### src/common/loader_host_regs.svh
// Constants for the serial loader host controller
`ifndef LOADER_HOST_REGS_SVH
`define LOADER_HOST_REGS_SVH
`define SYNC_BYTE 8'h55
`define ACK_BYTE 8'hCC
`define NAK_BYTE 8'h33
`define CMD_PING 8'h20
`define CMD_STATUS 8'h23
`define ZERO_BYTE 8'h00
`define PKT_OVERHEAD 8'h02
`define BYTE_BITS 4'h8
`define UART_FRAME_BITS 4'h9
`define SSI_DIV_HALF 8'h06
`define SYNC_WAIT_BITS 16'h0028
`define SSI_BYTE_BITS 4'h8
`define PAD_LIMIT 8'hFF
`endif

### src/common/loader_host_pkg.sv
// Types shared by the loader host controller
package loader_host_pkg;
  typedef struct packed {
    logic [7:0] data;
    logic last;
  } host_byte_t;
  typedef struct packed {
    logic use_ssi;
    logic [7:0] cmd;
    logic [7:0] arg_count;
  } host_req_t;
  typedef struct packed {
    logic done;
    logic ack;
    logic nak;
    logic synced;
    logic [7:0] status;
  } host_rsp_t;
endpackage

### src/hdl/loader_host.sv
// Host controller that drives the serial flash loader
`timescale 1ns/1ps
`include "loader_host_regs.svh"
module loader_host
  import loader_host_pkg::*;
#(
  parameter int BAUD_DIV = 64
) (
  input wire logic clk_i,
  input wire logic reset_n_i,
  input wire loader_host_pkg::host_req_t req_i,
  input wire logic req_valid_i,
  output loader_host_pkg::host_rsp_t rsp_o,
  output logic uart_tx_o,
  input wire logic uart_rx_i,
  output logic ssi_clk_o,
  output logic ssi_mosi_o,
  input wire logic ssi_miso_i,
  output logic idle_o
);
  import loader_host_pkg::*;
  typedef enum logic [3:0] {
    ST_IDLE = 4'b0000,
    ST_SYNC = 4'b0001,
    ST_SYNC_WAIT = 4'b0010,
    ST_LOAD = 4'b0011,
    ST_SEND = 4'b0100,
    ST_ANS = 4'b0101,
    ST_RSP_SIZE = 4'b0110,
    ST_RSP_BODY = 4'b0111,
    ST_REPLY = 4'b1000,
    ST_DONE = 4'b1001
  } state_t;
  state_t state, next_state;
  logic locked, next_locked, port_ssi, next_port_ssi;
  logic synced, next_synced;
  logic [7:0] idx, next_idx, rsize, next_rsize, rsum, next_rsum;
  logic [7:0] rchk, next_rchk, status, next_status;
  logic [7:0] pad, next_pad;
  logic [15:0] wait_cnt, next_wait_cnt;
  logic [7:0] tx_byte, next_tx_byte;
  logic tx_go, next_tx_go;
  host_req_t cur, next_cur;
  host_rsp_t rsp, next_rsp;
  logic idle, next_idle;
  host_byte_t f_in, f_out;
  logic f_in_valid, f_in_ready, f_out_valid, f_out_ready;
  logic phy_busy, rx_valid;
  logic [7:0] rx_data;
  logic sclk, mosi, utx;
  host_byte_fifo #(.WIDTH($bits(host_byte_t)), .DEPTH(8)) u_fifo (
    .clk_i(clk_i),
    .reset_n_i(reset_n_i),
    .in_data_i(f_in),
    .in_valid_i(f_in_valid),
    .in_ready_o(f_in_ready),
    .out_data_o(f_out),
    .out_valid_o(f_out_valid),
    .out_ready_i(f_out_ready)
  );
  host_serial_phy #(.BAUD_DIV(BAUD_DIV)) u_phy (
    .clk_i(clk_i),
    .reset_n_i(reset_n_i),
    .use_ssi_i(port_ssi),
    .tx_data_i(tx_byte),
    .tx_start_i(tx_go),
    .busy_o(phy_busy),
    .rx_data_o(rx_data),
    .rx_valid_o(rx_valid),
    .uart_tx_o(utx),
    .uart_rx_i(uart_rx_i),
    .ssi_clk_o(sclk),
    .ssi_mosi_o(mosi),
    .ssi_miso_i(ssi_miso_i)
  );
  //////////////////////////////////////////////////////////////////////
  always_comb begin
    next_state = state;
    next_locked = locked;
    next_port_ssi = port_ssi;
    next_synced = synced;
    next_idx = idx;
    next_rsize = rsize;
    next_rsum = rsum;
    next_rchk = rchk;
    next_status = status;
    next_pad = pad;
    next_wait_cnt = wait_cnt;
    next_tx_byte = tx_byte;
    next_tx_go = 1'b0;
    next_cur = cur;
    next_rsp = rsp;
    next_rsp.done = 1'b0;
    next_idle = 1'b0;
    f_in = '0;
    f_in_valid = 1'b0;
    f_out_ready = 1'b0;
    case (state)
      ST_IDLE: begin
        next_idle = 1'b1;
        if (req_valid_i) begin
          next_idle = 1'b0;
          next_cur = req_i;
          if (!locked) begin
            next_locked = 1'b1;
            next_port_ssi = req_i.use_ssi;
            next_cur.use_ssi = req_i.use_ssi;
          end
          next_idx = '0;
          if (!(locked ? port_ssi : req_i.use_ssi) && !synced) begin
            next_state = ST_SYNC;
          end else begin
            next_state = ST_LOAD;
          end
        end
      end
      ST_SYNC: begin
        if (!phy_busy && !tx_go) begin
          if (idx == 8'h02) begin
            next_state = ST_SYNC_WAIT;
            next_wait_cnt = '0;
          end else begin
            next_tx_byte = `SYNC_BYTE;
            next_tx_go = 1'b1;
            next_idx = idx + 8'h01;
          end
        end
      end
      ST_SYNC_WAIT: begin
        next_wait_cnt = wait_cnt + 16'h0001;
        if (rx_valid && rx_data == `ACK_BYTE) begin
          next_synced = 1'b1;
          next_idx = '0;
          next_state = ST_LOAD;
        end else if (wait_cnt == 16'(`SYNC_WAIT_BITS * BAUD_DIV)) begin
          next_idx = '0;
          next_state = ST_SYNC;
        end
      end
      ST_LOAD: begin
        f_in_valid = 1'b1;
        f_in.last = 1'b0;
        case (idx)
          8'h00: f_in.data = 8'h03;
          8'h01: f_in.data = cur.cmd;
          default: begin
            f_in.data = cur.cmd;
            f_in.last = 1'b1;
          end
        endcase
        if (f_in_ready) begin
          next_idx = idx + 8'h01;
          if (idx == 8'h02) begin
            next_state = ST_SEND;
          end
        end
      end
      ST_SEND: begin
        if (!phy_busy && !tx_go && f_out_valid) begin
          f_out_ready = 1'b1;
          next_tx_byte = f_out.data;
          next_tx_go = 1'b1;
          if (f_out.last) begin
            next_state = ST_ANS;
            next_pad = '0;
          end
        end
      end
      ST_ANS: begin
        if (port_ssi && !phy_busy && !tx_go) begin
          next_tx_byte = `ZERO_BYTE;
          next_tx_go = 1'b1;
        end
        if (rx_valid && rx_data != `ZERO_BYTE) begin
          next_rsp.ack = (rx_data == `ACK_BYTE);
          next_rsp.nak = (rx_data != `ACK_BYTE);
          if (rx_data != `ACK_BYTE) begin
            next_idx = '0;
            next_state = ST_LOAD;
          end else if (cur.cmd == `CMD_STATUS) begin
            next_state = ST_RSP_SIZE;
          end else begin
            next_state = ST_DONE;
          end
        end
      end
      ST_RSP_SIZE, ST_RSP_BODY: begin
        if (port_ssi && !phy_busy && !tx_go) begin
          next_tx_byte = `ZERO_BYTE;
          next_tx_go = 1'b1;
        end
        if (rx_valid) begin
          if (state == ST_RSP_SIZE) begin
            if (rx_data != `ZERO_BYTE) begin
              next_rsize = rx_data;
              next_idx = 8'h01;
              next_rsum = '0;
              next_state = ST_RSP_BODY;
            end
          end else begin
            next_idx = idx + 8'h01;
            if (idx == 8'h01) begin
              next_rchk = rx_data;
            end else begin
              next_rsum = rsum + rx_data;
              next_status = rx_data;
            end
            if (idx + 8'h01 == rsize) begin
              next_state = ST_REPLY;
            end
          end
        end
      end
      ST_REPLY: begin
        if (!phy_busy && !tx_go) begin
          next_tx_byte = (rsum == rchk) ? `ACK_BYTE : `NAK_BYTE;
          next_tx_go = 1'b1;
          if (rsum == rchk) begin
            next_state = ST_DONE;
          end else begin
            next_idx = '0;
            next_state = ST_LOAD;
          end
        end
      end
      ST_DONE: begin
        if (!phy_busy && !tx_go) begin
          next_rsp.done = 1'b1;
          next_rsp.status = status;
          next_rsp.synced = synced;
          next_state = ST_IDLE;
        end
      end
      default: next_state = ST_IDLE;
    endcase
  end
  always_ff @(posedge clk_i or negedge reset_n_i) begin
    if (!reset_n_i) begin
      state <= ST_IDLE;
      locked <= 1'b0;
      port_ssi <= 1'b0;
      synced <= 1'b0;
      idx <= '0;
      rsize <= '0;
      rsum <= '0;
      rchk <= '0;
      status <= '0;
      pad <= '0;
      wait_cnt <= '0;
      tx_byte <= '0;
      tx_go <= 1'b0;
      cur <= '0;
      rsp <= '0;
      idle <= 1'b0;
      uart_tx_o <= 1'b1;
      ssi_clk_o <= 1'b1;
      ssi_mosi_o <= 1'b1;
    end else begin
      state <= next_state;
      locked <= next_locked;
      port_ssi <= next_port_ssi;
      synced <= next_synced;
      idx <= next_idx;
      rsize <= next_rsize;
      rsum <= next_rsum;
      rchk <= next_rchk;
      status <= next_status;
      pad <= next_pad;
      wait_cnt <= next_wait_cnt;
      tx_byte <= next_tx_byte;
      tx_go <= next_tx_go;
      cur <= next_cur;
      rsp <= next_rsp;
      idle <= next_idle;
      uart_tx_o <= utx;
      ssi_clk_o <= sclk;
      ssi_mosi_o <= mosi;
    end
  end
  assign rsp_o = rsp;
  assign idle_o = idle;
  //////////////////////////////////////////////////////////////////////
  AST_PORT_LOCK: assert property (@(posedge clk_i) disable iff (!reset_n_i)
    locked && $past(locked) |-> port_ssi == $past(port_ssi))
    else $error("port changed after lock");
  AST_SYNC_BYTE: assert property (@(posedge clk_i) disable iff (!reset_n_i)
    tx_go && state == ST_SYNC |-> tx_byte == `SYNC_BYTE)
    else $error("sync byte wrong");
  AST_SYNC_FIRST: assert property (@(posedge clk_i) disable iff (!reset_n_i)
    state == ST_LOAD && !port_ssi |-> synced)
    else $error("packet before baud sync");
  AST_NAK_RETRY: assert property (@(posedge clk_i) disable iff (!reset_n_i)
    state == ST_ANS && rx_valid && rx_data != `ZERO_BYTE &&
    rx_data != `ACK_BYTE |=> state == ST_LOAD)
    else $error("no resend after nak");
  AST_ZERO_SKIP: assert property (@(posedge clk_i) disable iff (!reset_n_i)
    state == ST_ANS && rx_valid && rx_data == `ZERO_BYTE |=>
    state == ST_ANS)
    else $error("zero byte taken as answer");
  AST_SIZE_BYTE: assert property (@(posedge clk_i) disable iff (!reset_n_i)
    state == ST_LOAD && idx == 8'h00 |-> f_in.data == 8'h03)
    else $error("size byte wrong");
  AST_CHECKSUM: assert property (@(posedge clk_i) disable iff (!reset_n_i)
    state == ST_LOAD && idx == 8'h01 |-> f_in.data == cur.cmd)
    else $error("checksum byte wrong");
  AST_REPLY: assert property (@(posedge clk_i) disable iff (!reset_n_i)
    state == ST_REPLY && !phy_busy && !tx_go |=> tx_go &&
    ((tx_byte == `ACK_BYTE) == $past(rsum == rchk)))
    else $error("reply mismatch");
  COV_PING: cover property (@(posedge clk_i) rsp.done && rsp.ack);
  COV_NAK: cover property (@(posedge clk_i) rsp.nak);
  COV_STATUS: cover property (@(posedge clk_i) state == ST_REPLY);
endmodule

### src/hdl/host_byte_fifo.sv
// Byte FIFO for outbound packet data
`timescale 1ns/1ps
module host_byte_fifo #(
  parameter int WIDTH = 9,
  parameter int DEPTH = 8
) (
  input wire logic clk_i,
  input wire logic reset_n_i,
  input wire logic [WIDTH-1:0] in_data_i,
  input wire logic in_valid_i,
  output logic in_ready_o,
  output logic [WIDTH-1:0] out_data_o,
  output logic out_valid_o,
  input wire logic out_ready_i
);
  localparam int AW = $clog2(DEPTH);
  logic [WIDTH-1:0] mem [DEPTH];
  logic [AW:0] wr_ptr, rd_ptr, next_wr_ptr, next_rd_ptr;
  logic do_wr, do_rd;
  always_comb begin
    do_wr = in_valid_i && in_ready_o;
    do_rd = out_valid_o && out_ready_i;
    next_wr_ptr = wr_ptr + (AW+1)'(do_wr);
    next_rd_ptr = rd_ptr + (AW+1)'(do_rd);
    in_ready_o = !((wr_ptr[AW] != rd_ptr[AW]) &&
      (wr_ptr[AW-1:0] == rd_ptr[AW-1:0]));
    out_valid_o = (wr_ptr != rd_ptr);
    out_data_o = mem[rd_ptr[AW-1:0]];
  end
  always_ff @(posedge clk_i or negedge reset_n_i) begin
    if (!reset_n_i) begin
      wr_ptr <= '0;
      rd_ptr <= '0;
    end else begin
      wr_ptr <= next_wr_ptr;
      rd_ptr <= next_rd_ptr;
    end
  end
  always_ff @(posedge clk_i) begin
    if (do_wr) begin
      mem[wr_ptr[AW-1:0]] <= in_data_i;
    end
  end
endmodule

### src/hdl/host_serial_phy.sv
// Byte-level UART and SPI mode 3 master for the host
`timescale 1ns/1ps
`include "loader_host_regs.svh"
module host_serial_phy #(
  parameter int BAUD_DIV = 64
) (
  input wire logic clk_i,
  input wire logic reset_n_i,
  input wire logic use_ssi_i,
  input wire logic [7:0] tx_data_i,
  input wire logic tx_start_i,
  output logic busy_o,
  output logic [7:0] rx_data_o,
  output logic rx_valid_o,
  output logic uart_tx_o,
  input wire logic uart_rx_i,
  output logic ssi_clk_o,
  output logic ssi_mosi_o,
  input wire logic ssi_miso_i
);
  logic [1:0] rx_sync, miso_sync;
  logic [15:0] cnt, next_cnt;
  logic [3:0] bitn, next_bitn;
  logic [9:0] sh, next_sh;
  logic [7:0] rsh, next_rsh;
  logic tbusy, next_tbusy, rbusy, next_rbusy;
  logic [15:0] rcnt, next_rcnt;
  logic [3:0] rbit, next_rbit;
  logic next_sclk, next_rxv;
  logic [7:0] next_rxd;
  always_ff @(posedge clk_i or negedge reset_n_i) begin
    if (!reset_n_i) begin
      rx_sync <= 2'b11;
      miso_sync <= 2'b11;
    end else begin
      rx_sync <= {rx_sync[0], uart_rx_i};
      miso_sync <= {miso_sync[0], ssi_miso_i};
    end
  end
  always_comb begin
    next_cnt = cnt;
    next_bitn = bitn;
    next_sh = sh;
    next_rsh = rsh;
    next_tbusy = tbusy;
    next_sclk = ssi_clk_o;
    next_rbusy = rbusy;
    next_rcnt = rcnt;
    next_rbit = rbit;
    next_rxv = 1'b0;
    next_rxd = rx_data_o;
    if (tx_start_i && !tbusy) begin
      next_tbusy = 1'b1;
      next_cnt = '0;
      next_bitn = '0;
      next_sh = use_ssi_i ? {2'b11, tx_data_i} : {1'b1, tx_data_i, 1'b0};
    end else if (tbusy && !use_ssi_i) begin
      next_cnt = cnt + 16'h0001;
      if (cnt == 16'(BAUD_DIV - 1)) begin
        next_cnt = '0;
        next_sh = {1'b1, sh[9:1]};
        next_bitn = bitn + 4'h1;
        if (bitn == `UART_FRAME_BITS) begin
          next_tbusy = 1'b0;
        end
      end
    end else if (tbusy) begin
      next_cnt = cnt + 16'h0001;
      if (cnt[7:0] == `SSI_DIV_HALF - 8'h01) begin
        next_cnt = '0;
        next_sclk = !ssi_clk_o;
        if (ssi_clk_o) begin
          // Shift on falling edge, away from sampling edge
          if (bitn != 4'h0) begin
            next_sh = {sh[8:0], 1'b1};
          end
        end else begin
          next_rsh = {rsh[6:0], miso_sync[1]};
          next_bitn = bitn + 4'h1;
          if (bitn == `SSI_BYTE_BITS - 4'h1) begin
            next_tbusy = 1'b0;
            next_rxv = 1'b1;
            next_rxd = {rsh[6:0], miso_sync[1]};
          end
        end
      end
    end
    if (!use_ssi_i) begin
      if (!rbusy && !rx_sync[1]) begin
        next_rbusy = 1'b1;
        next_rcnt = 16'(BAUD_DIV / 2);
        next_rbit = '0;
      end else if (rbusy) begin
        next_rcnt = rcnt + 16'h0001;
        if (rcnt == 16'(BAUD_DIV - 1)) begin
          next_rcnt = '0;
          next_rbit = rbit + 4'h1;
          if (rbit == `BYTE_BITS + 4'h1) begin
            next_rbusy = 1'b0;
          end else if (rbit != 4'h0) begin
            next_rsh = {rx_sync[1], rsh[7:1]};
            if (rbit == `BYTE_BITS) begin
              next_rxv = 1'b1;
              next_rxd = {rx_sync[1], rsh[7:1]};
            end
          end
        end
      end
    end
  end
  always_ff @(posedge clk_i or negedge reset_n_i) begin
    if (!reset_n_i) begin
      cnt <= '0;
      bitn <= '0;
      sh <= 10'h3FF;
      rsh <= '0;
      tbusy <= 1'b0;
      ssi_clk_o <= 1'b1;
      rbusy <= 1'b0;
      rcnt <= '0;
      rbit <= '0;
      rx_valid_o <= 1'b0;
      rx_data_o <= '0;
    end else begin
      cnt <= next_cnt;
      bitn <= next_bitn;
      sh <= next_sh;
      rsh <= next_rsh;
      tbusy <= next_tbusy;
      ssi_clk_o <= next_sclk;
      rbusy <= next_rbusy;
      rcnt <= next_rcnt;
      rbit <= next_rbit;
      rx_valid_o <= next_rxv;
      rx_data_o <= next_rxd;
    end
  end
  assign busy_o = tbusy;
  assign uart_tx_o = use_ssi_i ? 1'b1 : sh[0];
  assign ssi_mosi_o = sh[7];
endmodule

### config.mk
export PLATFORM = sky130hd
export DESIGN_NAME = loader_host
export DESIGN_NICKNAME = d
export VERILOG_FILES = /design/src/common/loader_host_pkg.sv /design/src/hdl/loader_host.sv /design/src/hdl/host_byte_fifo.sv /design/src/hdl/host_serial_phy.sv
export VERILOG_INCLUDE_DIRS = /design/src /design/src/common
export SDC_FILE = /design/constraint.sdc
export NUM_CORES = 1
export LEC_CHECK = 0
export ABC_CLOCK_PERIOD_IN_PS = 3000
export BUFFER_PORTS_ARGS = -buffer_cell sky130_fd_sc_hd__clkbuf_2
export CAP_MARGIN = 40
export CORE_ASPECT_RATIO = 1.1
export CORE_MARGIN = 2
export CORE_UTILIZATION = 30
export CTS_BUF_LIST = sky130_fd_sc_hd__clkbuf_2 sky130_fd_sc_hd__clkbuf_4 sky130_fd_sc_hd__clkbuf_8
export DETAILED_ROUTE_END_ITERATION = 7
export PLACE_DENSITY = 0.49
export SYNTH_ARGS = -nofsm -noshare
export SYNTH_HDL_FRONTEND = slang
export SYNTH_SLANG_ARGS = --single-unit
### constraint.sdc
create_clock -name clk_i -period 3 [get_ports clk_i]
set_input_delay 0.15 -clock clk_i [delete_from_list [all_inputs] [get_ports clk_i]]
set_output_delay 0.15 -clock clk_i [all_outputs]
set_load 0.02 [all_outputs]
==> implementation parameters <==
Parameter                              Value

Outcome
  Outcome    finished, final reports clean

Worst hold path
  Origin of the worst min-delay path    uart_rx_i
  Instance count along the most critical hold path    2
  Worst Hold End    u_phy.rx_sync[0]
  Hold Crit Class    primary input to flop

Floorplanning
  Area of the core    39900 um^2
  Count of boundary I/O pins    38
  Cell Rows    77
  Initial standard-cell utilization of the core    30.2%
  Floorplan die height    214 um
  Die Area    41800 um^2
  Width of the chip    195 um

Critical path
  Delay of the slowest critical-path stage    590 ps
  Highest net fanout along the worst path    15
  Worst setup path class    flop to flop
  Critical path endpoint category    flop
  Endpoint of the worst register-to-register path    idx[3]
  FF-to-FF Start    state[0]
  Required time of the critical path    3500 ps
  CP Launch Type    flop
  Cell chain of the critical path    nor2b_1 > a22oi_1 > a2bb2oi_1 > nand3_2 > or4_1 > or2_0 > o31ai_1
  Delay-heaviest family, CP    simple AND/OR/NAND/NOR gates
  R2r setup slk    280 ps
  Crit path max-delay cell type    or4_1
  Critical path buffers and inverters    0
  Critical path data arrival time    3220 ps
  Depth of the worst register-to-register path    7

Yosys
  Gate count after technology mapping    1076
  Synth Flop Type    dfrtp_1
  Yosys warning total    0
  Most area-consuming cells after synthesis    dfrtp_1, edfxtp_1, mux2_2, o21ai_0, dfstp_2
  Fraction of synthesis flops using an asynchronous set or reset pin    71.2%
  Total nets after synthesis    1125
  Avg Synthesized Cell Area    11.2 um^2
  Most instantiated cells after synthesis    dfrtp_1, nand2_1, o21ai_0, nor2_1, edfxtp_1
  Area share of the largest cell type after synthesis    33.2%
  Count of distinct cell types in the synthesized netlist    67
  Sequential-to-total area share from yosys stat    55.1%
  Most common cell in the netlist    dfrtp_1
  Post-synthesis sequential element count    250
  Post-synth EDFFs    72
  Leading area contributor after synthesis    dfrtp_1
  Combined area of all synthesized cells    12000 um^2

Timing
  Hold slack    169 ps
  Final setup violation count    0
  Achievable clock frequency    368 MHz
  Final clock period utilization by the worst path    90.7%
  Max-slew headroom    38.7%
  Max-slew violation total from the final report    0
  Setup skew after layout    27.2 ps
  Total negative slack    0 ps
  Slew @ Worst Pin    918 ps
  RSZ-0062 raised after global routing    false
  Final Hold Fails    0
  Shortest clock period the worst path allows after layout    2720 ps
  PnR worst setup slack    280 ps

Finish
  Layout Utilization    35.5%
  Fraction of final layout cells with drive strength greater than 1    20.9%
  Sequential cell area in the final layout    6640 um^2
  Area taken by multi-input logic gates    5120 um^2
  Layout area overhead    17.5%
  Final antenna diode count    0
  Number of fill cells in the layout    3999
  Final net count    1225

Routing
  Initial DRT Pass Iterations    5
  Post-detailed-route wirelength per cell    16.3 um
  Detailed-route wire length    28.0 mm
  Post-route ant nets    0
  Vias    8417
  Drc violations    0
  Vias per Instance    4.89
  Iteration-0 DRC Markers    599

Clock network
  Total setup buffers inserted after CTS    0
  Clock transition at path regs    60 ps
  Clock tree from TritonCTS    built
  Insertion delay of the later-clocked pin in the worst-skew pair    610 ps
  Root Driver    clkbuf_8
  Cts repair resizes    0
  Number of levels in the clock H-tree    2
  Sinks on the clock net    250
  Num CTS Buffers    46
  Maximum clock insertion buffer count    3

Global routing
  Via count of the first global-routing pass    8520
  Pin count of the biggest net entering global routing    79
  Antenna violations before repair    0
  Global-route total usage across every layer    13.8%
  Remaining Overflow, GRT    0
  First-pass GRT wire length    46.2 mm

Power and ir drop
  Static leakage    5.93 nW
  Cell Pwr Density    808 nW/um^2
  Overall power of the completed layout    11.4 mW
  Maximum resistive drop on vdd    0.384 mV

Place
  Minimum setup slack after placement    268 ps
  Weighted congestion at the end of routability-driven global placement    0.870
  Port Buffers    29
  Detailed Place HPWL    19.1 mm

Run
  Max-Cap Viols    0
-- kinds of logic (layout without fill, tap and decap cells) --
family,Yosys count,count (layout),share of synthesized area [%]
simple gates,367,367,15.0
compound gates,221,221,11.2
fa+ha+maj,27,27,2.87
flops,250,250,55.1
mux,94,94,10.1
buf+inv,72,206,2.39
xor+xnor,45,45,3.27
-- worst max-delay path by stage --
stage	cells past startpoint	endpoint	startpoint	slack, ps
finish	7	idx[3]	state[0]	280
global placement	7	idx[7]	state[0]	330
CTS	7	idx[3]	state[0]	290
global route	7	idx[3]	state[0]	130
detailed placement	7	idx[5]	state[0]	270
floorplan	8	state[1]	idx[0]	600
-- routing by layer --
metal | GRT usage, % | vias to the layer above | wire length (um)
li1 | - | 4126 | -
met1 | 18.0 | 4107 | 12900
met2 | 22.3 | 138 | 13300
met3 | 3.44 | 46 | 1210
met4 | 4.83 | 0 | 624
met5 | 0 | - | 0
-- area by class of cell --
type	instances	share of cell area, %
flip-flops and latches	250	46.9
well taps	513	4.53
clock buffers	66	5.75
multi-input cells	754	36.2
repair buffers	95	5.01
clock inverters	16	0.822
inverters	29	0.769
-- state kept, by name, indices dropped and copies added, names as in the netlist, 4 cells and up --
| signal | count |
|---|---|
| cur | 8 |
| idx | 8 |
| rchk | 8 |
| rsize | 8 |
| rsp_o | 12 |
| rsum | 8 |
| state | 4 |
| status | 8 |
| tx_byte | 8 |
| u_fifo.mem | 72 |
| u_fifo.rd_ptr | 4 |
| u_fifo.wr_ptr | 4 |
| u_phy.bitn | 4 |
| u_phy.cnt | 16 |
| u_phy.rbit | 4 |
| u_phy.rcnt | 16 |
| u_phy.rsh | 8 |
| u_phy.rx_data_o | 8 |
| u_phy.sh | 10 |
| wait_cnt | 16 |
-- power by group --
part	total [mW]	internal [mW]	switching (mW)
Combinational	3.25	1.42	1.84
Clock	3.31	1.84	1.47
Sequential	4.88	4.26	0.618
-- metrics by stage --
stage          cells  area (um^2)
4_1_cts         1723        14200
3_5_place_dp    1626        13100
2_1_floorplan   1076        12000
5_1_grt         1723        14200
6_report        1723        14200
3_3_place_gp    1625        13100
-- cell usage in the layout, fill, tap and decap left out, types with 19 or more instances in the layout --
master,synthesis,layout
edfxtp_1,72,72
xnor2_1,19,19
nand2_1,112,112
xor2_1,26,26
ha_1,26,26
mux2_2,45,45
o21ai_0,97,97
mux2i_1,31,31
inv_1,28,28
buf_4,0,50
dfrtp_1,160,160
nand3_1,33,33
a21oi_1,40,40
nor2_1,91,90
nand2b_1,20,20
clkbuf_8,0,52
clkbuf_2,0,28
-- repair_timing --
action / 4_1_cts / 5_1_grt
endpoints found under the setup margin: 0 / 0
endpoints found under the hold margin: 176 / 0
hold buffers: 15 / 0
(Power assumes the default switching activity.)
